### config.mk
export PLATFORM = sky130hd
export DESIGN_NAME = pbb_bridge
export DESIGN_NICKNAME = d
export VERILOG_FILES = /design/src/rtl/pbb_pkg.sv /design/src/rtl/pbb_bridge.sv
export SDC_FILE = /design/constraint.sdc
export NUM_CORES = 1
export LEC_CHECK = 0
export BUFFER_PORTS_ARGS = -buffer_cell sky130_fd_sc_hd__buf_2
export CAP_MARGIN = 25
export CORE_UTILIZATION = 59
export CTS_CLUSTER_SIZE = 40
export DETAILED_ROUTE_END_ITERATION = 10
export PLACE_DENSITY = 0.91
export SYNTH_ARGS = -nofsm -noshare
export SYNTH_HDL_FRONTEND = slang
export SYNTH_SLANG_ARGS = --single-unit
### constraint.sdc
create_clock -name i_clk -period 31.3 [get_ports i_clk]
set_input_delay 6.26 -clock i_clk [delete_from_list [all_inputs] [get_ports i_clk]]
set_output_delay 6.26 -clock i_clk [all_outputs]
set_load 0.01 [all_outputs]
### src/rtl/pbb_pkg.sv
/*
  Shared constants, types and field layouts of the peripheral board bus bridge.
  Assumes a 100 MHz board clock and the io processor's 20-bit local address map.
*/
package pbb_pkg;

  // ****************************************
  // local address map (io processor space)
  // ****************************************
  localparam logic [19:0] RAM_LAST = 20'h03FFF;
  localparam logic [19:0] PERIPH_BASE = 20'h04000;
  localparam logic [19:0] PERIPH_LAST = 20'h0407F;
  localparam logic [19:0] USART_BASE = 20'h06060;
  localparam logic [19:0] USART_LAST = 20'h06067;
  localparam logic [19:0] STATUS_ADDR = 20'h04018;
  localparam logic [19:0] CODE_SEG_ADDR = 20'h04068;
  localparam logic [19:0] DATA_SEG_ADDR = 20'h04070;
  localparam logic [19:0] TICK_CLR_ADDR = 20'h04078;
  localparam int PERIPH_IDX_LSB = 3;
  localparam logic [3:0] PAGE_IO_DS = 4'h1;
  localparam logic [3:0] PAGE_MEM_DS = 4'h3;
  localparam logic [3:0] PAGE_MEM_CS = 4'h7;

  // ****************************************
  // slave window
  // ****************************************
  localparam logic [15:0] HOST_CTRL_OFFSET = 16'h8000;
  localparam int HOST_CLR_RUN_BIT = 5;
  localparam int HOST_SET_DB_BIT = 1;

  // ****************************************
  // board status fields
  // ****************************************
  localparam int ST_RED = 7;
  localparam int ST_GREEN = 6;
  localparam int ST_RUN = 5;
  localparam int ST_TMO = 4;
  localparam int ST_ZERO = 3;
  localparam int ST_LOCK = 2;
  localparam int ST_HOST_DB = 1;
  localparam int ST_PROC_DB = 0;
  localparam logic [7:0] STATUS_RESET = 8'h00;
  localparam logic [7:0] SEG_RESET = 8'h00;

  // ****************************************
  // timing
  // ****************************************
  localparam int CLK_PERIOD_NS = 10;
  localparam int BUS_TIMEOUT_NS = 16000;
  localparam int BUS_TIMEOUT_CYCLES = BUS_TIMEOUT_NS / CLK_PERIOD_NS;

  // ****************************************
  // types
  // ****************************************
  typedef enum logic [3:0] {
    K_NONE, K_RAM, K_DEV, K_USART, K_TICK, K_STATUS, K_CSEG, K_DSEG,
    K_BUS_IO_DS, K_BUS_MEM_DS, K_BUS_MEM_CS
  } pbb_kind_e;

  typedef struct packed {
    logic strobe;
    logic we;
    logic ram_sel;
    logic dev_sel;
    logic usart_sel;
    logic tick_clr;
    logic [3:0] dev_idx;
    logic [19:0] addr;
    logic [15:0] wdata;
  } pbb_local_s;

  typedef struct packed {
    logic req;
    logic lock;
    logic io;
    logic rd;
    logic wr;
    logic [23:0] addr;
    logic [15:0] wdata;
  } pbb_bus_s;

  typedef struct packed {
    logic grant;
    logic xack;
    logic other_req;
    logic slv_rd;
    logic slv_wr;
    logic [23:0] slv_addr;
    logic [15:0] slv_wdata;
    logic [15:0] bus_rdata;
    logic [7:0] win_base;
    logic strap_lock_en;
    logic strap_release_each;
    logic [2:0] strap_irq_level;
    logic [1:0] strap_a22_pos;
    logic [1:0] strap_a23_pos;
  } pbb_pins_s;

endpackage

### src/rtl/pbb_bridge.sv
/*
  Peripheral board bus bridge: local decode for the io processor, system bus
  master cycles through segment registers, slave window for the host, board
  status register, doorbells and lamps.
  Assumes the io processor interface and local devices run on i_clk; every
  system bus pin and strap is asynchronous and is synchronised here.
*/
`timescale 1ns/1ns
`default_nettype none

module pbb_bridge #(
  parameter int TIMEOUT_CYCLES = pbb_pkg::BUS_TIMEOUT_CYCLES
) (
  // clock and reset
  input wire logic i_clk,
  input wire logic i_reset,
  // io processor
  input wire logic i_cpu_req,
  input wire logic i_cpu_we,
  input wire logic [19:0] i_cpu_addr,
  input wire logic [15:0] i_cpu_wdata,
  output logic o_cpu_ack,
  output logic [15:0] o_cpu_rdata,
  output logic o_iop_reset,
  output logic o_iop_nmi,
  output logic o_iop_doorbell,
  // local device bus
  output var pbb_pkg::pbb_local_s o_local,
  input wire logic [15:0] i_local_rdata,
  // system bus pins and straps
  input wire pbb_pkg::pbb_pins_s i_pins,
  output var pbb_pkg::pbb_bus_s o_bus,
  output logic o_slv_xack,
  output logic [15:0] o_slv_rdata,
  output logic [7:0] o_host_irq,
  // auxiliary connector
  output logic o_aux_a20,
  output logic o_aux_a21,
  output logic [1:0] o_aux_a22,
  output logic [1:0] o_aux_a23,
  // lamps
  output logic o_lamp_red,
  output logic o_lamp_green,
  output logic o_lamp_halt
);
  import pbb_pkg::*;

  localparam int CW = $clog2(TIMEOUT_CYCLES + 1);
  localparam logic [CW-1:0] TMO_LAST = CW'(TIMEOUT_CYCLES - 1);

  initial begin
    if (TIMEOUT_CYCLES < 2) begin
      $error("TIMEOUT_CYCLES must be at least 2");
    end
  end

  // ****************************************
  // pin synchroniser
  // ****************************************
  pbb_pins_s pin_meta;
  pbb_pins_s pin;
  logic slv_cmd_prev;

  always_ff @(posedge i_clk or posedge i_reset) begin
    if (i_reset) begin
      pin_meta <= '0;
      pin <= '0;
    end else begin
      pin_meta <= i_pins;
      pin <= pin_meta;
    end
  end

  // ****************************************
  // decode
  // ****************************************
  function automatic pbb_kind_e decode(input logic [19:0] a);
    pbb_kind_e k;
    k = K_NONE;
    if (a <= RAM_LAST) begin
      k = K_RAM;
    end else if (a == STATUS_ADDR) begin
      k = K_STATUS;
    end else if (a == CODE_SEG_ADDR) begin
      k = K_CSEG;
    end else if (a == DATA_SEG_ADDR) begin
      k = K_DSEG;
    end else if (a == TICK_CLR_ADDR) begin
      k = K_TICK;
    end else if (a >= PERIPH_BASE && a <= PERIPH_LAST && a[2:0] == 3'h0) begin
      k = K_DEV;
    end else if (a >= USART_BASE && a <= USART_LAST) begin
      k = K_USART;
    end else if (a[19:16] == PAGE_IO_DS) begin
      k = K_BUS_IO_DS;
    end else if (a[19:16] == PAGE_MEM_DS) begin
      k = K_BUS_MEM_DS;
    end else if (a[19:16] == PAGE_MEM_CS) begin
      k = K_BUS_MEM_CS;
    end
    return k;
  endfunction

  function automatic logic is_bus(input pbb_kind_e k);
    return k == K_BUS_IO_DS || k == K_BUS_MEM_DS || k == K_BUS_MEM_CS;
  endfunction

  // ****************************************
  // state and registers
  // ****************************************
  typedef enum logic [1:0] {ST_IDLE, ST_LOCAL, ST_ARB, ST_CYC} pbb_state_e;
  pbb_state_e state;
  logic lamp_red, lamp_green, run_en, tmo, lock, host_db, proc_db;
  logic [7:0] code_seg, data_seg;
  logic bus_own;
  logic [CW-1:0] tmo_cnt;
  logic [19:0] cur_addr;
  logic cur_we;
  logic [15:0] cur_wdata;
  pbb_kind_e cur_kind;
  logic [1:0] slv_phase;
  logic [19:0] slv_laddr;
  pbb_kind_e slv_kind;

  wire [7:0] status_rd = {lamp_red, lamp_green, run_en, tmo, 1'b0, lock, host_db, proc_db};
  wire pbb_kind_e cpu_kind = decode(i_cpu_addr);
  wire cpu_take = state == ST_IDLE && run_en && i_cpu_req;
  wire lock_eff = lock && pin.strap_lock_en;

  // slave window
  wire slv_cmd = pin.slv_rd || pin.slv_wr;
  wire win_hit = pin.slv_addr[23:16] == pin.win_base && !bus_own;
  wire ctrl_hit = pin.slv_addr[15:0] == HOST_CTRL_OFFSET && pin.slv_wr;
  wire [19:0] slv_map = {4'h0, 1'b0, pin.slv_addr[14:0]};
  wire slv_general = !run_en && !ctrl_hit;
  wire slv_go = slv_cmd && win_hit && (slv_general || ctrl_hit) && slv_phase == 2'd0;
  wire host_ctrl_wr = slv_go && ctrl_hit;
  wire host_clr_run = host_ctrl_wr && pin.slv_wdata[HOST_CLR_RUN_BIT];
  wire host_set_db = host_ctrl_wr && pin.slv_wdata[HOST_SET_DB_BIT];
  wire slv_local = slv_go && !ctrl_hit;
  wire pbb_kind_e slv_dec = decode(slv_map);

  // status writes from processor or host window
  wire cpu_st_wr = cpu_take && i_cpu_we && cpu_kind == K_STATUS;
  wire slv_st_wr = slv_local && pin.slv_wr && slv_dec == K_STATUS;
  wire st_wr = cpu_st_wr || slv_st_wr;
  wire [7:0] st_wdata = cpu_st_wr ? i_cpu_wdata[7:0] : pin.slv_wdata[7:0];
  wire seg_wr_c = (cpu_take && i_cpu_we && cpu_kind == K_CSEG) ||
    (slv_local && pin.slv_wr && slv_dec == K_CSEG);
  wire seg_wr_d = (cpu_take && i_cpu_we && cpu_kind == K_DSEG) ||
    (slv_local && pin.slv_wr && slv_dec == K_DSEG);

  // timeout events
  wire tmo_missing = cpu_take && cpu_kind == K_NONE;
  wire tmo_bus = state == ST_CYC && !pin.xack && tmo_cnt == TMO_LAST;
  wire tmo_event = tmo_missing || tmo_bus;

  // release of an idle owned bus
  wire release_now = !lock_eff && (pin.strap_release_each || pin.other_req);

  // ****************************************
  // status register
  // ****************************************
  always_ff @(posedge i_clk or posedge i_reset) begin
    if (i_reset) begin
      {lamp_red, lamp_green, run_en, tmo} <= STATUS_RESET[7:4];
      {lock, host_db, proc_db} <= STATUS_RESET[2:0];
      code_seg <= SEG_RESET;
      data_seg <= SEG_RESET;
    end else begin
      if (st_wr) begin
        lamp_red <= st_wdata[ST_RED];
        lamp_green <= st_wdata[ST_GREEN];
        lock <= st_wdata[ST_LOCK];
        host_db <= st_wdata[ST_HOST_DB];
      end
      // host clear of run enable wins over a write setting it
      if (host_clr_run) begin
        run_en <= 1'b0;
      end else if (st_wr) begin
        run_en <= st_wdata[ST_RUN];
      end
      // set wins over clear for the doorbell and the timeout flag
      if (host_set_db) begin
        proc_db <= 1'b1;
      end else if (st_wr) begin
        proc_db <= st_wdata[ST_PROC_DB];
      end
      if (tmo_event) begin
        tmo <= 1'b1;
      end else if (st_wr) begin
        tmo <= 1'b0;
      end
      if (seg_wr_c) begin
        code_seg <= cpu_take ? i_cpu_wdata[7:0] : pin.slv_wdata[7:0];
      end
      if (seg_wr_d) begin
        data_seg <= cpu_take ? i_cpu_wdata[7:0] : pin.slv_wdata[7:0];
      end
    end
  end

  // ****************************************
  // processor side and bus master
  // ****************************************
  function automatic logic [15:0] reg_read(input pbb_kind_e k, input logic [15:0] ext);
    logic [15:0] r;
    r = ext;
    case (k)
      K_STATUS: r = {8'h00, status_rd};
      K_CSEG: r = {8'h00, code_seg};
      K_DSEG: r = {8'h00, data_seg};
      default: r = ext;
    endcase
    return r;
  endfunction

  always_ff @(posedge i_clk or posedge i_reset) begin
    if (i_reset) begin
      state <= ST_IDLE;
      bus_own <= 1'b0;
      tmo_cnt <= '0;
      cur_addr <= '0;
      cur_we <= 1'b0;
      cur_wdata <= '0;
      cur_kind <= K_NONE;
      o_cpu_ack <= 1'b0;
      o_cpu_rdata <= '0;
      o_iop_nmi <= 1'b0;
      o_bus <= '0;
    end else begin
      o_cpu_ack <= 1'b0;
      o_iop_nmi <= tmo_event;
      o_bus.rd <= 1'b0;
      o_bus.wr <= 1'b0;
      o_bus.req <= (state != ST_IDLE && state != ST_LOCAL) || bus_own;
      o_bus.lock <= lock_eff && bus_own;
      tmo_cnt <= '0;
      if (!run_en) begin
        // processor held in reset: slave only
        state <= ST_IDLE;
        bus_own <= 1'b0;
        o_bus.req <= 1'b0;
      end else begin
        case (state)
          ST_IDLE: begin
            if (bus_own && release_now && !cpu_take) begin
              bus_own <= 1'b0;
            end
            if (cpu_take) begin
              cur_addr <= i_cpu_addr;
              cur_we <= i_cpu_we;
              cur_wdata <= i_cpu_wdata;
              cur_kind <= cpu_kind;
              if (cpu_kind == K_NONE) begin
                o_cpu_ack <= 1'b1;
                o_cpu_rdata <= '0;
              end else if (is_bus(cpu_kind)) begin
                state <= ST_ARB;
              end else begin
                state <= ST_LOCAL;
              end
            end
          end
          ST_LOCAL: begin
            o_cpu_ack <= 1'b1;
            o_cpu_rdata <= reg_read(cur_kind, i_local_rdata);
            state <= ST_IDLE;
          end
          ST_ARB: begin
            o_bus.req <= 1'b1;
            if (bus_own || pin.grant) begin
              bus_own <= 1'b1;
              o_bus.io <= cur_kind == K_BUS_IO_DS;
              o_bus.addr <= {cur_kind == K_BUS_MEM_CS ? code_seg : data_seg,
                cur_addr[15:0]};
              o_bus.wdata <= cur_wdata;
              state <= ST_CYC;
            end
          end
          ST_CYC: begin
            o_bus.rd <= !cur_we && !pin.xack && !tmo_bus;
            o_bus.wr <= cur_we && !pin.xack && !tmo_bus;
            tmo_cnt <= tmo_cnt + CW'(1);
            if (pin.xack || tmo_bus) begin
              o_cpu_ack <= 1'b1;
              o_cpu_rdata <= pin.xack ? pin.bus_rdata : 16'h0000;
              if (pin.strap_release_each && !lock_eff) begin
                bus_own <= 1'b0;
              end
              state <= ST_IDLE;
            end
          end
          default: state <= ST_IDLE;
        endcase
      end
    end
  end

  // ****************************************
  // slave side and local bus
  // ****************************************
  always_ff @(posedge i_clk or posedge i_reset) begin
    if (i_reset) begin
      slv_phase <= 2'd0;
      slv_laddr <= '0;
      slv_kind <= K_NONE;
      slv_cmd_prev <= 1'b0;
      o_slv_xack <= 1'b0;
      o_slv_rdata <= '0;
      o_local <= '0;
    end else begin
      slv_cmd_prev <= slv_cmd;
      o_local.strobe <= 1'b0;
      case (slv_phase)
        2'd0: begin
          if (slv_go) begin
            slv_laddr <= slv_map;
            slv_kind <= slv_dec;
            slv_phase <= ctrl_hit ? 2'd2 : 2'd1;
            o_slv_xack <= ctrl_hit;
          end
        end
        2'd1: begin
          o_slv_rdata <= reg_read(slv_kind, i_local_rdata);
          o_slv_xack <= 1'b1;
          slv_phase <= 2'd2;
        end
        2'd2: begin
          if (!slv_cmd) begin
            o_slv_xack <= 1'b0;
            slv_phase <= 2'd0;
          end
        end
        default: slv_phase <= 2'd0;
      endcase
      // one-cycle strobe on the shared local bus
      if (cpu_take && !is_bus(cpu_kind) && cpu_kind != K_NONE) begin
        o_local.strobe <= 1'b1;
        o_local.we <= i_cpu_we;
        o_local.addr <= i_cpu_addr;
        o_local.wdata <= i_cpu_wdata;
        o_local.ram_sel <= cpu_kind == K_RAM;
        o_local.dev_sel <= cpu_kind == K_DEV;
        o_local.usart_sel <= cpu_kind == K_USART;
        o_local.tick_clr <= cpu_kind == K_TICK && i_cpu_we;
        o_local.dev_idx <= i_cpu_addr[PERIPH_IDX_LSB +: 4];
      end else if (slv_local) begin
        o_local.strobe <= 1'b1;
        o_local.we <= pin.slv_wr;
        o_local.addr <= slv_map;
        o_local.wdata <= pin.slv_wdata;
        o_local.ram_sel <= slv_dec == K_RAM;
        o_local.dev_sel <= slv_dec == K_DEV;
        o_local.usart_sel <= slv_dec == K_USART;
        o_local.tick_clr <= slv_dec == K_TICK && pin.slv_wr;
        o_local.dev_idx <= slv_map[PERIPH_IDX_LSB +: 4];
      end
    end
  end

  // ****************************************
  // lamps, interrupts, aux address
  // ****************************************
  assign o_iop_reset = !run_en;
  assign o_iop_doorbell = proc_db;
  assign o_host_irq = host_db ? (8'h01 << pin.strap_irq_level) : 8'h00;
  assign o_lamp_red = lamp_red;
  assign o_lamp_green = lamp_green;
  assign o_lamp_halt = !run_en;
  // lines only carry bits while the board owns the bus
  assign o_aux_a20 = o_bus.addr[20] && bus_own;
  assign o_aux_a21 = o_bus.addr[21] && bus_own;
  assign o_aux_a22 = {2{o_bus.addr[22] && bus_own}} & pin.strap_a22_pos;
  assign o_aux_a23 = {2{o_bus.addr[23] && bus_own}} & pin.strap_a23_pos;
endmodule

`default_nettype wire

# Word-level counts from Yosys, hierarchy flattened
# Cells that the tools add are included.
# W data, S select, Z words.
# totals
ramBits,0
wordCells,297
mem_count,0
inputBits,134
ff_bits,362
rom_bits,0
latch_bits,0
# op_classes
addsub,1
multipliers,0
n_reduce_logical,90
n_eq_ne,57
n_div,0
shift,1
magnitude_cmp,10
n_bitwise,2
mux,69
# op_table
cell,n
$pmux W16 S3,3
$mux W46,2
$eq A20 B15 Y1 const B,4
$mux W40,2
$mux W16,4
$eq A15 B15 Y1 const B,4
$eq A4 B3 Y1 const B,15
$logic_and A1 B1 Y1,48
$mux W42,1
$ge A20 B15 Y1 const B,2
$le A20 B15 Y1 const B,2
$mux W4,10
$mux W8,4
$ge A15 B15 Y1 const B,2
$le A15 B15 Y1 const B,2
$mux W2,12
$mux W11,2
$eq A4 B2 Y1 const B,5
$eq A4 B4 Y1 const B,5
$le A20 B14 Y1 const B,1
$mux W1,19
$eq A16 B16 Y1 const B,1
$le A15 B14 Y1 const B,1
$mux W3,5
28 further kinds,74

# Longest topological paths before layout
# Gate-level depths: netlist of the first run.
# logic_depth
ltp_word,19
ltp_mapped,11

# Worst setup path before layout of the first run
# Ideal clock, no wire load.
# synth_path
path_kind,input to register
start,input i_cpu_addr[12]
end,register data_seg[0]
t_arrival_ps,8076
cell_stages,6
path_slack_ps,23099
cell_sequence,nor4b_1 -> nand4_1 -> a2111oi_0 -> a32o_1 -> clkbuf_1 -> mux2_2
# synth_between
elab_chain_len,12
elab_cells_between_ends,22
cone_classes,5 x order compare; 5 x eq/ne; 7 x mux; 5 x reduce/logical
# synth_lines
element,line_no,rtl
from (decl),pbb_bridge.sv:20,"input wire logic [19:0] i_cpu_addr,"
$ge A20 B15 Y1 (tied with other cells),pbb_bridge.sv:92,end else if (a >= USART_BASE && a <= USART_LAST) begin
$logic_and A1 B1 Y1 (on tied branches),"pbb_bridge.sv:92, pbb_bridge.sv:90",
$mux W4 or $logic_and A1 B1 Y1 (tied branches),"pbb_bridge.sv:92, pbb_bridge.sv:90",
$mux W4,pbb_bridge.sv:90,end else if (a >= PERIPH_BASE && a <= PERIPH_LAST && a[2:0] == 3'h0) begin
$mux W4,pbb_bridge.sv:88,end else if (a == TICK_CLR_ADDR) begin
$mux W4,pbb_bridge.sv:86,end else if (a == DATA_SEG_ADDR) begin
$mux W4,pbb_bridge.sv:84,end else if (a == CODE_SEG_ADDR) begin
$mux W4,pbb_bridge.sv:82,end else if (a == STATUS_ADDR) begin
$mux W4 (*),pbb_bridge.sv:80,if (a <= RAM_LAST) begin
$eq A4 B3 Y1 (*),pbb_bridge.sv:150,wire seg_wr_d = (cpu_take && i_cpu_we && cpu_kind == K_DSEG) ||
$logic_and A1 B1 Y1 (*),pbb_bridge.sv:150,
$logic_or A1 B1 Y1 (*),pbb_bridge.sv:150,
to (signal assigned),pbb_bridge.sv:198,data_seg <= cpu_take ? i_cpu_wdata[7:0] : pin.slv_wdata[7:0];
to (decl),pbb_bridge.sv:114,"logic [7:0] code_seg, data_seg;"
# Every way passes the cells marked *; elsewhere a longest branch is shown, timed or not.
# A chain may end at the register's enable or synchronous reset.

# Worst setup path in the final report of the first run
# layout_path
start,input i_cpu_addr[0]
end,register code_seg[2]
# layout_between
elab_chain_len,12
elab_cells_between_ends,23
cone_classes,5 x order compare; 5 x eq/ne; 7 x mux; 6 x reduce/logical
# layout_lines
element,line_no,rtl
$ge A20 B15 Y1 (tied with other cells),pbb_bridge.sv:92,
$logic_and A1 B1 Y1 (on tied branches),"pbb_bridge.sv:92, pbb_bridge.sv:90",
$mux W4 or $logic_and A1 B1 Y1 (tied branches),"pbb_bridge.sv:92, pbb_bridge.sv:90",
$mux W4,pbb_bridge.sv:90,
$mux W4,pbb_bridge.sv:88,
$mux W4,pbb_bridge.sv:86,
$mux W4,pbb_bridge.sv:84,
$mux W4,pbb_bridge.sv:82,
$mux W4 (*),pbb_bridge.sv:80,
$eq A4 B3 Y1 (*),pbb_bridge.sv:148,wire seg_wr_c = (cpu_take && i_cpu_we && cpu_kind == K_CSEG) ||
$logic_and A1 B1 Y1 (*),pbb_bridge.sv:148,
$logic_or A1 B1 Y1 (*),pbb_bridge.sv:148,
to (signal assigned),pbb_bridge.sv:195,code_seg <= cpu_take ? i_cpu_wdata[7:0] : pin.slv_wdata[7:0];
to (decl),pbb_bridge.sv:114,
# Marks and branches as above.

==> results of run 1 <==
## final cells by class
| class | instances | area (um2) | share of cell area, % |
|---|---|---|---|
| clock inverters | 15 | 218 | 1.32 |
| clock buffers | 52 | 1080 | 6.58 |
| flip-flops and latches | 357 | 8930 | 54.2 |
| inverters | 24 | 97.6 | 0.592 |
| multi-input cells | 683 | 4240 | 25.7 |
| well taps | 280 | 350 | 2.13 |
| diodes | 2 | 5.00 | 0.0304 |
| repair buffers | 291 | 1550 | 9.39 |
## layer usage
metal  vias to the layer above  routed length [um]
li1                       4383                   -
met2                       537               17000
met4                         0                1250
met1                      4923               13300
met3                       101                2950
met5                         -                   0
## path summary, 6_finish.rpt
check / startpoint / to / cells after the start
max: i_cpu_addr[0] / code_seg[2] / 7
min: pin_meta[26] / pin[26] / 0
max reg2reg: pin[56] / o_local[26] / 6
min reg2reg: pin_meta[26] / pin[26] / 0
max in group asynchronous: i_reset / pin_meta[23] / 6
min in group asynchronous: i_reset / pin[57] / 2
## flip-flops by register name, indices dropped and copies added, names as in the netlist, 2 cells and up
| name | cells |
|---|---|
| cur_kind | 4 |
| o_cpu_rdata | 16 |
| o_slv_rdata | 16 |
| cur_addr | 16 |
| slv_kind | 3 |
| o_bus | 45 |
| state | 2 |
| pin_meta | 78 |
| code_seg | 8 |
| slv_phase | 2 |
| tmo_cnt | 11 |
| pin | 78 |
| cur_wdata | 16 |
| data_seg | 8 |
| o_local | 42 |
## cell usage after synthesis, types with 4 or more instances
cell type	n	area share (%)
sky130_fd_sc_hd__mux2i_1	24	1.8
sky130_fd_sc_hd__nor2b_1	8	0.37
sky130_fd_sc_hd__o21a_1	4	0.22
sky130_fd_sc_hd__and3_1	9	0.42
sky130_fd_sc_hd__o22ai_1	8	0.37
sky130_fd_sc_hd__nor3_1	15	0.56
sky130_fd_sc_hd__nand2_1	225	6.3
sky130_fd_sc_hd__o21ai_0	29	1.1
sky130_fd_sc_hd__buf_2	4	0.15
sky130_fd_sc_hd__a21o_1	4	0.22
sky130_fd_sc_hd__buf_4	5	0.28
sky130_fd_sc_hd__nand2b_1	10	0.46
sky130_fd_sc_hd__nor3b_1	6	0.33
sky130_fd_sc_hd__a21oi_1	29	1.1
sky130_fd_sc_hd__nand4_1	7	0.32
sky130_fd_sc_hd__and2_1	12	0.56
sky130_fd_sc_hd__inv_1	24	0.67
sky130_fd_sc_hd__nand3_1	14	0.52
sky130_fd_sc_hd__a22oi_1	34	1.9
sky130_fd_sc_hd__dfrtp_1	357	66
sky130_fd_sc_hd__clkbuf_1	41	1.1
sky130_fd_sc_hd__nor4_1	8	0.37
sky130_fd_sc_hd__nor2_1	66	1.8
sky130_fd_sc_hd__a22o_1	10	0.65
sky130_fd_sc_hd__xor2_1	14	0.91
sky130_fd_sc_hd__o221ai_1	7	0.45
sky130_fd_sc_hd__mux2_2	74	6.2
sky130_fd_sc_hd__a31oi_1	4	0.19
sky130_fd_sc_hd__o211ai_1	6	0.33
sky130_fd_sc_hd__ha_1	5	0.46
## power breakdown
part | total [mW] | switching (mW) | internal [mW]
Clock | 0.460 | 0.176 | 0.284
Sequential | 0.615 | 0.0625 | 0.552
Combinational | 0.287 | 0.165 | 0.122
## through the flow
stage | power (mW) | hold slack, ps | std cells
after floorplan | 0.774 | 331 | 1119
after global placement | 0.883 | 331 | 1629
after detailed placement | 0.902 | 335 | 1631
after CTS | 1.37 | 345 | 1698
after global routing | 1.42 | 350 | 1703
final | 1.36 | 344 | 1704
## critical path, stage by stage
cell                      delay [ps]
sky130_fd_sc_hd__buf_2           130
sky130_fd_sc_hd__nor4_1          820
sky130_fd_sc_hd__nand3_1         210
sky130_fd_sc_hd__nor3_1          400
sky130_fd_sc_hd__nor4_1          130
sky130_fd_sc_hd__a32oi_2         550
sky130_fd_sc_hd__mux2_2          420
## logic make-up (layout without fill, tap and decap cells)
group                      Yosys count  after routing  synth area share [%]
xor gates and xnor gates            17             17                  1.10
DFF                                357            357                  66.2
AOI/OAI and AO/OA                  157            157                  8.03
muxes                               98             98                  7.96
buffers and inverters               79            382                  2.54
other                                0              2                     0
adders and majority gates            5              5                 0.464
and+or+nand+nor                    406            406                  13.7
## placed cells by master, fill, tap and decap left out, types with 8 or more instances in the layout
cell type,count
sky130_fd_sc_hd__clkbuf_8,8
sky130_fd_sc_hd__dfrtp_1,357
sky130_fd_sc_hd__xor2_1,14
sky130_fd_sc_hd__buf_2,279
sky130_fd_sc_hd__o21ai_0,29
sky130_fd_sc_hd__mux2_2,74
sky130_fd_sc_hd__a21oi_1,29
sky130_fd_sc_hd__inv_1,23
sky130_fd_sc_hd__nand2b_1,10
sky130_fd_sc_hd__and2_1,11
sky130_fd_sc_hd__buf_4,9
sky130_fd_sc_hd__o22ai_1,8
sky130_fd_sc_hd__clkbuf_16,38
sky130_fd_sc_hd__nor3_1,15
sky130_fd_sc_hd__nand3_1,14
sky130_fd_sc_hd__nor2b_1,8
sky130_fd_sc_hd__nor4_1,8
sky130_fd_sc_hd__mux2i_1,24
sky130_fd_sc_hd__nand2_1,225
sky130_fd_sc_hd__and3_1,9
sky130_fd_sc_hd__a22o_1,10
sky130_fd_sc_hd__a22oi_1,34
sky130_fd_sc_hd__nor2_1,66
==> impl_metrics.prom, run 1 <==
# TYPE chip_impl_metric gauge
chip_impl_info{name="run_status",value="finished, final reports clean"} 1
chip_impl_metric{name="remaining_drc_errors",unit=""} 0
chip_impl_metric{name="cellLeakagePower",unit="nW"} 8.29
chip_impl_metric{name="die_h",unit="um"} 153
chip_impl_info{name="tritoncts",value="yes"} 1
chip_impl_metric{name="async_reset_ff_share",unit="%"} 100
chip_impl_metric{name="grt_antenna_before_repair",unit=""} 2
chip_impl_info{name="ys_dominant_reg_cell",value="sky130_fd_sc_hd__dfrtp_1"} 1
chip_impl_metric{name="postRouteWirelength",unit="mm"} 34.4
chip_impl_metric{name="grt_use_met2",unit="%"} 50.7
chip_impl_metric{name="final-setup-viol-count",unit=""} 0
chip_impl_info{name="setup.worst_path.start_class",value="primary input"} 1
chip_impl_metric{name="layout_setup_ws",unit="ps"} 22760
chip_impl_metric{name="cts.repair_timing.setup_buffer_count",unit=""} 0
chip_impl_info{name="hp-class",value="register to register"} 1
chip_impl_metric{name="nFillCells",unit=""} 1408
chip_impl_metric{name="grt_pass1_vias",unit=""} 10100
chip_impl_metric{name="floorplan.die_area",unit="mm2"} 0.0235
chip_impl_info{name="setup_repair_after_global_routing_missed_its_margin",value="no"} 1
chip_impl_metric{name="cts_htree_levels",unit=""} 2
chip_impl_metric{name="synthToLayoutAreaGrowth",unit="%"} 22.1
chip_impl_info{name="timing_worst_setup_path_type",value="primary input to register"} 1
chip_impl_metric{name="synth-seq-area-share",unit="%"} 66.2
chip_impl_metric{name="first_iter_violations",unit=""} 642
chip_impl_metric{name="unique_masters_post_synth",unit=""} 63
chip_impl_metric{name="hpwl_reported_at_the_end_of_detailed_placement",unit="mm"} 23.2
chip_impl_metric{name="grt_util_met1",unit="%"} 38.2
chip_impl_metric{name="totalNegativeSetupSlack",unit="ps"} 0
chip_impl_metric{name="power_density",unit="mW/mm2"} 82.6
chip_impl_metric{name="detailed_routing_iterations_pass_1",unit=""} 5
chip_impl_metric{name="floorplan.initialDensity",unit="%"} 61.1
chip_impl_metric{name="routed_wire_length_per_instance",unit="um"} 20.2
chip_impl_metric{name="nNetsFinal",unit=""} 1533
chip_impl_info{name="timing.critical_path.to_type",value="register"} 1
chip_impl_metric{name="route.vias.total",unit=""} 9944
chip_impl_metric{name="yosys_register_bits",unit=""} 357
chip_impl_metric{name="grt_pass1_wl",unit="mm"} 54.6
chip_impl_metric{name="clock_tree.buffer_depth",unit=""} 3
chip_impl_metric{name="fp-row-count",unit=""} 54
chip_impl_metric{name="grt.met3_usage",unit="%"} 6.49
chip_impl_metric{name="worst_setup_slack_for_register_to_register_paths",unit="ps"} 27920
chip_impl_metric{name="critical_path_required",unit="ps"} 31690
chip_impl_metric{name="placedInstanceArea",unit="mm2"} 0.0151
chip_impl_metric{name="route.detailed.vias_per_inst",unit=""} 5.84
chip_impl_metric{name="post_route_cells_drive_above_1_share",unit="%"} 31.0
chip_impl_metric{name="max_clock_freq",unit="MHz"} 117
chip_impl_metric{name="cts_bufs_inserted",unit=""} 37
chip_impl_metric{name="synthesis.instances",unit=""} 1119
chip_impl_metric{name="top_level_ports",unit=""} 279
chip_impl_metric{name="clock_insertion_delay_worst_skew",unit="ps"} 520
chip_impl_metric{name="post-route-min-period",unit="ps"} 8540
chip_impl_metric{name="synth_enable_flop_cells",unit=""} 0
chip_impl_metric{name="fin_skew",unit="ps"} 15.9
chip_impl_metric{name="clk_transition_reported_paths",unit="ps"} 60
chip_impl_info{name="top_usage_layer",value="met2"} 1
chip_impl_metric{name="detailedPlace.worstSlack",unit="ps"} 21360
chip_impl_metric{name="drt.antenna.violating_nets",unit=""} 0
chip_impl_metric{name="post-route-util",unit="%"} 74.6
chip_impl_metric{name="grt_start_max_net_pins",unit=""} 126
chip_impl_metric{name="grt_overflow",unit=""} 0
chip_impl_metric{name="total_routing_usage_reported_by_global_routing",unit="%"} 30.1
chip_impl_metric{name="floorplan.core_area",unit="mm2"} 0.0221
chip_impl_metric{name="finalHoldViolations",unit=""} 0
chip_impl_metric{name="place.gp.congestion",unit=""} 0.824
chip_impl_metric{name="final_cell_area",unit="mm2"} 0.0165
chip_impl_info{name="cts_root_buf",value="sky130_fd_sc_hd__clkbuf_16"} 1
chip_impl_metric{name="cp_data_arrival_time",unit="ps"} 8920
chip_impl_metric{name="die_x",unit="um"} 153
chip_impl_metric{name="numClockSinks",unit=""} 357
chip_impl_metric{name="synth-warning-count",unit=""} 0
chip_impl_metric{name="cts_resized",unit=""} 0
chip_impl_metric{name="place.port_buffers",unit=""} 278
chip_impl_metric{name="transition_time_of_the_tightest_slew_check_pin",unit="ps"} 1090
chip_impl_metric{name="cts_hold_buffers",unit=""} 0
chip_impl_metric{name="max_ir_drop_vdd",unit="mV"} 0.0623
chip_impl_metric{name="synth_fp_nets",unit=""} 1258
chip_impl_metric{name="fin_crit_sh",unit="%"} 27.3
chip_impl_metric{name="drv.max_cap_violation_count",unit=""} 0
chip_impl_metric{name="crit_path_max_fanout",unit=""} 8
chip_impl_metric{name="syn_area",unit="mm2"} 0.0135
chip_impl_metric{name="avgSynthCellArea",unit="um2"} 12.1
chip_impl_metric{name="drv_slew",unit=""} 0
chip_impl_metric{name="timing.max_slew.rel_slack",unit="%"} 27.1
(Power assumes the default switching activity.)
==> inputs of run 2 (changes only) <==
--- a/config.mk
+++ b/config.mk
@@ -7,10 +7,10 @@
 export LEC_CHECK = 0
 export BUFFER_PORTS_ARGS = -buffer_cell sky130_fd_sc_hd__buf_2
 export CAP_MARGIN = 25
-export CORE_UTILIZATION = 59
+export CORE_UTILIZATION = 49
 export CTS_CLUSTER_SIZE = 40
 export DETAILED_ROUTE_END_ITERATION = 10
-export PLACE_DENSITY = 0.91
+export PLACE_DENSITY = 0.81
 export SYNTH_ARGS = -nofsm -noshare
 export SYNTH_HDL_FRONTEND = slang
 export SYNTH_SLANG_ARGS = --single-unit
==> constraint.sdc (replaced) <==
create_clock -name i_clk -period 7.1 [get_ports i_clk]
set_input_delay 1.42 -clock i_clk [delete_from_list [all_inputs] [get_ports i_clk]]
set_output_delay 1.42 -clock i_clk [all_outputs]
set_load 0.01 [all_outputs]
==> run 2 against run 1 <==
  * Global-route usage is 6.0 points lower
  * Sequential share of layout area hardly changed
  * Core utilization is 13 points lower
  * Critical endpoint is now code_seg[0]
  * Routed wire length is 2.2% lower
  * First-iteration DRC count is 26% higher
  * Die area is 20% higher
  * Final cell count is 3.5% higher
  * Design area hardly changed
==> impl_metrics.prom, run 2 (same netlist as run 1, synthesis figures left out) <==
# TYPE chip_impl_metric gauge
chip_impl_info{name="tritoncts",value="yes"} 1
chip_impl_metric{name="power_density",unit="mW/mm2"} 358
chip_impl_metric{name="drv_slew",unit=""} 0
chip_impl_metric{name="max_ir_drop_vdd",unit="mV"} 0.272
chip_impl_metric{name="place.port_buffers",unit=""} 278
chip_impl_info{name="cts_root_buf",value="sky130_fd_sc_hd__clkbuf_16"} 1
chip_impl_metric{name="layout_setup_ws",unit="ps"} 3420
chip_impl_metric{name="max_clock_freq",unit="MHz"} 272
chip_impl_metric{name="transition_time_of_the_tightest_slew_check_pin",unit="ps"} 1210
chip_impl_metric{name="post_route_cells_drive_above_1_share",unit="%"} 30.9
chip_impl_info{name="top_usage_layer",value="met2"} 1
chip_impl_metric{name="drv.max_cap_violation_count",unit=""} 0
chip_impl_metric{name="clock_insertion_delay_worst_skew",unit="ps"} 520
chip_impl_metric{name="grt_util_met1",unit="%"} 31.2
chip_impl_info{name="largestRegisters",value="pin (78), pin_meta (78), o_bus (45)"} 1
chip_impl_metric{name="worst_hold_path.num_cells",unit=""} 0
chip_impl_metric{name="finalHoldViolations",unit=""} 0
chip_impl_metric{name="postRouteWirelength",unit="mm"} 33.7
chip_impl_metric{name="clock_tree.buffer_depth",unit=""} 3
chip_impl_info{name="run_status",value="finished, final reports clean"} 1
chip_impl_info{name="setup_repair_after_global_routing_missed_its_margin",value="no"} 1
chip_impl_metric{name="worst_setup_slack_for_register_to_register_paths",unit="ps"} 3660
chip_impl_metric{name="grt_start_max_net_pins",unit=""} 193
chip_impl_info{name="setup.worst_path.start_class",value="primary input"} 1
chip_impl_metric{name="fin_skew",unit="ps"} 17.5
chip_impl_metric{name="final-setup-viol-count",unit=""} 0
chip_impl_info{name="timing.critical_path.to_type",value="register"} 1
chip_impl_metric{name="cts_bufs_inserted",unit=""} 38
chip_impl_metric{name="synthToLayoutAreaGrowth",unit="%"} 22.0
chip_impl_metric{name="floorplan.die_area",unit="mm2"} 0.0282
chip_impl_info{name="regToRegEndpoint",value="o_local[25]"} 1
chip_impl_metric{name="first_iter_violations",unit=""} 812
chip_impl_metric{name="drt.antenna.violating_nets",unit=""} 0
chip_impl_info{name="cp_cell_sequence",value="buf_2 > nor4_1 > nand3_1 > nor3_1 > nor4_1 > a32oi_2 > mux2_2"} 1
chip_impl_metric{name="routed_wire_length_per_instance",unit="um"} 19.1
chip_impl_metric{name="die_x",unit="um"} 168
chip_impl_metric{name="post-route-min-period",unit="ps"} 3680
chip_impl_metric{name="cts_hold_buffers",unit=""} 0
chip_impl_info{name="crit-reg2reg-launch",value="pin[56]"} 1
chip_impl_metric{name="cts_resized",unit=""} 0
chip_impl_metric{name="clk_transition_reported_paths",unit="ps"} 60
chip_impl_metric{name="cp_data_arrival_time",unit="ps"} 4070
chip_impl_metric{name="grt_pass1_vias",unit=""} 9764
chip_impl_info{name="timing_worst_setup_path_type",value="primary input to register"} 1
chip_impl_metric{name="totalNegativeSetupSlack",unit="ps"} 0
chip_impl_metric{name="detailedPlace.worstSlack",unit="ps"} 2930
chip_impl_metric{name="top_level_ports",unit=""} 279
chip_impl_metric{name="remaining_drc_errors",unit=""} 0
chip_impl_metric{name="numClockSinks",unit=""} 357
chip_impl_metric{name="fin_crit_sh",unit="%"} 51.9
chip_impl_info{name="cp_slowest_cell",value="sky130_fd_sc_hd__nor4_1"} 1
chip_impl_metric{name="floorplan.initialDensity",unit="%"} 50.1
chip_impl_info{name="worst_path_most_repeated_cell",value="sky130_fd_sc_hd__nor4_1"} 1
chip_impl_metric{name="crit_path_max_fanout",unit=""} 8
chip_impl_metric{name="critical-path-max-stage-delay",unit="ps"} 850
chip_impl_metric{name="place.gp.congestion",unit=""} 0.823
chip_impl_metric{name="route.detailed.vias_per_inst",unit=""} 5.48
chip_impl_info{name="layout_commonest_cell",value="sky130_fd_sc_hd__dfrtp_1"} 1
chip_impl_metric{name="route.vias.total",unit=""} 9660
chip_impl_metric{name="grt_pass1_wl",unit="mm"} 52.8
chip_impl_metric{name="timing.reg2reg.worst_path_depth",unit=""} 6
chip_impl_info{name="most-common-layout-cells",value="sky130_fd_sc_hd__dfrtp_1, sky130_fd_sc_hd__buf_2, sky130_fd_sc_hd__nand2_1"} 1
chip_impl_info{name="hp-class",value="register to register"} 1
chip_impl_metric{name="critical_path_required",unit="ps"} 7490
chip_impl_metric{name="grt.met3_usage",unit="%"} 6.09
chip_impl_metric{name="hpwl_reported_at_the_end_of_detailed_placement",unit="mm"} 23.1
chip_impl_metric{name="grt_overflow",unit=""} 0
chip_impl_metric{name="die_h",unit="um"} 168
chip_impl_metric{name="cellLeakagePower",unit="nW"} 8.24
chip_impl_metric{name="total_routing_usage_reported_by_global_routing",unit="%"} 24.1
chip_impl_metric{name="cts.repair_timing.setup_buffer_count",unit=""} 0
chip_impl_info{name="worst_hold_startpoint",value="pin_meta[11]"} 1
chip_impl_metric{name="timing.max_slew.rel_slack",unit="%"} 19.5
chip_impl_metric{name="grt_antenna_before_repair",unit=""} 3
chip_impl_info{name="hold-path-endpoint",value="pin[11]"} 1
chip_impl_metric{name="grt_use_met2",unit="%"} 39.9
chip_impl_metric{name="fp-row-count",unit=""} 60
chip_impl_metric{name="nNetsFinal",unit=""} 1532
chip_impl_metric{name="detailed_routing_iterations_pass_1",unit=""} 5
chip_impl_metric{name="cts_htree_levels",unit=""} 2
chip_impl_metric{name="floorplan.core_area",unit="mm2"} 0.0270
==> run 2: metal layers <==
layer | vias up | part of all wire, %
li1 | 4368 | -
met1 | 4823 | 41
met2 | 405 | 48
met3 | 64 | 8.1
met4 | 0 | 2.7
met5 | - | 0
==> run 2: worst max path at each step <==
stage               slack (ps)          end  cells past startpoint           from
global placement          3020      host_db                      8      i_cpu_req
CTS                       3460      host_db                      8      i_cpu_req
finish                    3420  code_seg[0]                      7  i_cpu_addr[0]
floorplan                  900      bus_own                      1        i_reset
detailed placement        2930      host_db                      8      i_cpu_req
global route              3060   o_lamp_red                      7  i_cpu_addr[0]
==> run 2: final cells by class <==
class,instances,area [um2]
clock buffer,50,1070
antenna,3,7.51
inverter,24,93.8
multi-input combinational,683,4240
clock inverter,16,169
timing repair buffer,289,1520
tap,341,427
fill,2119,10500
sequential,357,8930
==> run 2: power breakdown <==
| group | internal (mW) | total [mW] | switching [mW] | leakage [nW] |
|---|---|---|---|---|
| Combinational | 0.536 | 1.26 | 0.720 | 3.24 |
| Clock | 1.17 | 1.94 | 0.772 | 0.615 |
| Sequential | 2.43 | 2.69 | 0.254 | 4.39 |
| Total | 4.14 | 5.88 | 1.75 | 8.24 |
==> run 2: stage by stage <==
step                util (%)  cells  power, mW  hold slack, ps  cell area [um2]
finish                  61.1   1763       5.88             344            16500
global route            61.0   1760       6.18             350            16500
CTS                     60.8   1757       5.93             344            16400
detailed placement      56.2   1691       3.97             335            15200
global placement        56.2   1690       3.92             332            15200
floorplan                  -   1119       3.41             331            13500
==> run 2: critical path, delay by kind of cell <==
family	cells	cell delay (ps)
and+or+nand+nor	4	1600
AOI/OAI and AO/OA	1	500
muxes	1	410
buffers and inverters	1	130
==> inputs of run 3 (changes only) <==
--- a/config.mk
+++ b/config.mk
@@ -7,10 +7,10 @@
 export LEC_CHECK = 0
 export BUFFER_PORTS_ARGS = -buffer_cell sky130_fd_sc_hd__buf_2
 export CAP_MARGIN = 25
-export CORE_UTILIZATION = 49
+export CORE_UTILIZATION = 54
 export CTS_CLUSTER_SIZE = 40
 export DETAILED_ROUTE_END_ITERATION = 10
-export PLACE_DENSITY = 0.81
+export PLACE_DENSITY = 0.85
 export SYNTH_ARGS = -nofsm -noshare
 export SYNTH_HDL_FRONTEND = slang
 export SYNTH_SLANG_ARGS = --single-unit
==> constraint.sdc (replaced) <==
create_clock -name i_clk -period 3.6 [get_ports i_clk]
set_input_delay 0.72 -clock i_clk [delete_from_list [all_inputs] [get_ports i_clk]]
set_output_delay 0.72 -clock i_clk [all_outputs]
set_load 0.01 [all_outputs]
==> run 3 against run 2 <==
  * Global-route usage up 2.6 points
  * Setup slack worse by 3000 ps
  * First-iteration DRC count up 17%
  * Routed wire length decreased by 0.16%
  * Power is 96% higher
  * Final cell count is 0.23% lower
  * Combinational power up 100%
  * Worst hold slack worse by 62 ps
  * Non-clock buffer count rose by 15
  * Design area grew 0.41%
  * Highest routed layer is now met5
==> impl_metrics.prom, run 3 (same netlist as run 1, synthesis figures left out) <==
# TYPE chip_impl_metric gauge
chip_impl_info{name="run_status",value="finished, final reports clean"} 1
chip_impl_metric{name="floorplan.core_area",unit="mm2"} 0.0244
chip_impl_metric{name="totalNegativeSetupSlack",unit="ps"} 0
chip_impl_metric{name="finalHoldViolations",unit=""} 0
chip_impl_metric{name="max_ir_drop_vdd",unit="mV"} 0.515
chip_impl_metric{name="postRouteWirelength",unit="mm"} 33.6
chip_impl_info{name="cts_root_buf",value="sky130_fd_sc_hd__clkbuf_16"} 1
chip_impl_metric{name="max_clock_freq",unit="MHz"} 315
chip_impl_metric{name="power_density",unit="mW/mm2"} 699
chip_impl_metric{name="fin_crit_sh",unit="%"} 88.1
chip_impl_metric{name="critical-path-max-stage-delay",unit="ps"} 580
chip_impl_info{name="cp_slowest_cell",value="sky130_fd_sc_hd__or4_1"} 1
chip_impl_metric{name="synthToLayoutAreaGrowth",unit="%"} 22.5
chip_impl_info{name="timing_worst_setup_path_type",value="register to register"} 1
chip_impl_metric{name="floorplan.die_area",unit="mm2"} 0.0256
chip_impl_metric{name="timing.max_slew.rel_slack",unit="%"} 36.5
chip_impl_info{name="setup.worst_path.start_class",value="register"} 1
chip_impl_info{name="layout_commonest_cell",value="sky130_fd_sc_hd__dfrtp_1"} 1
chip_impl_info{name="setup_repair_after_global_routing_missed_its_margin",value="no"} 1
chip_impl_metric{name="total_routing_usage_reported_by_global_routing",unit="%"} 26.8
chip_impl_metric{name="inst_count_dp",unit=""} 1692
chip_impl_metric{name="critical_path_required",unit="ps"} 3980
chip_impl_metric{name="detailed_routing_iterations_pass_1",unit=""} 5
chip_impl_metric{name="grt_pass1_wl",unit="mm"} 53.5
chip_impl_metric{name="cts_htree_levels",unit=""} 2
chip_impl_metric{name="nNetsFinal",unit=""} 1546
chip_impl_metric{name="fp-row-count",unit=""} 57
chip_impl_metric{name="cts_hold_buffers",unit=""} 0
chip_impl_metric{name="first_iter_violations",unit=""} 946
chip_impl_metric{name="grt_antenna_before_repair",unit=""} 6
chip_impl_metric{name="cts_bufs_inserted",unit=""} 37
chip_impl_metric{name="hpwl_reported_at_the_end_of_detailed_placement",unit="mm"} 23.7
chip_impl_metric{name="crit_path_max_fanout",unit=""} 8
chip_impl_metric{name="cellLeakagePower",unit="nW"} 8.29
chip_impl_metric{name="post-route-min-period",unit="ps"} 3170
chip_impl_metric{name="drt.antenna.violating_nets",unit=""} 0
chip_impl_metric{name="top_level_ports",unit=""} 279
chip_impl_metric{name="clk_transition_reported_paths",unit="ps"} 60
chip_impl_metric{name="routed_wire_length_per_instance",unit="um"} 19.1
chip_impl_metric{name="drv_slew",unit=""} 0
chip_impl_info{name="tritoncts",value="yes"} 1
chip_impl_metric{name="place.port_buffers",unit=""} 278
chip_impl_metric{name="die_x",unit="um"} 160
chip_impl_metric{name="fin_cells",unit=""} 1759
chip_impl_info{name="critical-path-top-delay-family",value="simple AND/OR/NAND/NOR gates"} 1
chip_impl_metric{name="clock_insertion_delay_worst_skew",unit="ps"} 520
chip_impl_metric{name="die_h",unit="um"} 160
chip_impl_info{name="timing.critical_path.to_type",value="register"} 1
chip_impl_info{name="largestRegisters",value="pin (78), pin_meta (78), o_bus (45)"} 1
chip_impl_metric{name="post_route_cells_drive_above_1_share",unit="%"} 31.1
chip_impl_metric{name="drv.max_cap_violation_count",unit=""} 0
chip_impl_metric{name="numClockSinks",unit=""} 357
chip_impl_info{name="hp-class",value="primary input to async pin"} 1
chip_impl_metric{name="route.detailed.vias_per_inst",unit=""} 5.54
chip_impl_metric{name="grt_start_max_net_pins",unit=""} 80
chip_impl_metric{name="route.vias.total",unit=""} 9738
chip_impl_metric{name="final-setup-viol-count",unit=""} 0
chip_impl_metric{name="cp_data_arrival_time",unit="ps"} 3550
chip_impl_metric{name="clock_tree.buffer_depth",unit=""} 3
chip_impl_metric{name="place.gp.congestion",unit=""} 0.906
chip_impl_metric{name="remaining_drc_errors",unit=""} 0
chip_impl_metric{name="grt_overflow",unit=""} 0
chip_impl_metric{name="floorplan.initialDensity",unit="%"} 55.3
chip_impl_info{name="most-common-layout-cells",value="sky130_fd_sc_hd__dfrtp_1, sky130_fd_sc_hd__buf_2, sky130_fd_sc_hd__nand2_1"} 1
chip_impl_info{name="cp_cell_sequence",value="or4_1 > or4b_4 > nor3_2 > nor2_1 > a32oi_2 > mux2_2"} 1
chip_impl_metric{name="transition_time_of_the_tightest_slew_check_pin",unit="ps"} 952
chip_impl_metric{name="cts.repair_timing.setup_buffer_count",unit=""} 0
chip_impl_metric{name="fin_skew",unit="ps"} 16.3
chip_impl_metric{name="cts_resized",unit=""} 0
chip_impl_metric{name="grt_pass1_vias",unit=""} 10000
chip_impl_metric{name="crit_buf_inv",unit=""} 0
==> run 3: final timing paths <==
path                              start            to  slack [ps]  depth (start not counted)
hold reg to reg            pin_meta[34]       pin[34]         350                          0
hold / removal                  i_reset   o_local[26]         280                          2
max in group asynchronous       i_reset      o_bus[0]        2290                          4
setup / recovery                pin[56]   code_seg[1]         430                          6
min in group i_clk           i_pins[36]  pin_meta[36]         310                          1
setup reg to reg                pin[56]   code_seg[1]         430                          6
==> run 3: area by class of cell <==
class                           instances  area [um2]
Fill cell                            1772        7860
Sequential cell                       357        8930
Timing Repair Buffer                  304        1660
Clock inverter                         10         135
Multi-Input combinational cell        683        4240
Clock buffer                           54        1050
Antenna cell                            3        7.51
Inverter                               24        93.8
Tap cell                              324         405
==> run 3: through the flow <==
stage               power [mW]  util [%]  setup WS, ps  hold WS, ps  cell area (um2)
floorplan                 6.73         -         -1900          331            13500
global placement          7.77      62.9           372          332            15300
detailed placement        7.89      62.9           233          335            15300
CTS                       11.6      67.7           400          290            16500
global route              12.1      67.8           301          290            16500
finish                    11.5      67.8           430          282            16500
==> run 3: where the power goes <==
part           leakage, nW  switching (mW)  total, mW  internal, mW
Clock                0.579            1.47       3.71          2.24
Sequential            4.39           0.510       5.31          4.80
Combinational         3.32            1.44       2.53          1.09
Total                 8.29            3.42       11.5          8.13
==> run 3: routing by layer <==
metal	global-route usage [%]	part of all wire, %	wire length [um]	vias to the layer above
li1	-	-	-	4397
met1	34.6	40	13600	4810
met2	43.8	48	16000	454
met3	7.69	9.2	3110	75
met4	8.57	2.6	887	2
met5	0	0.039	13	-
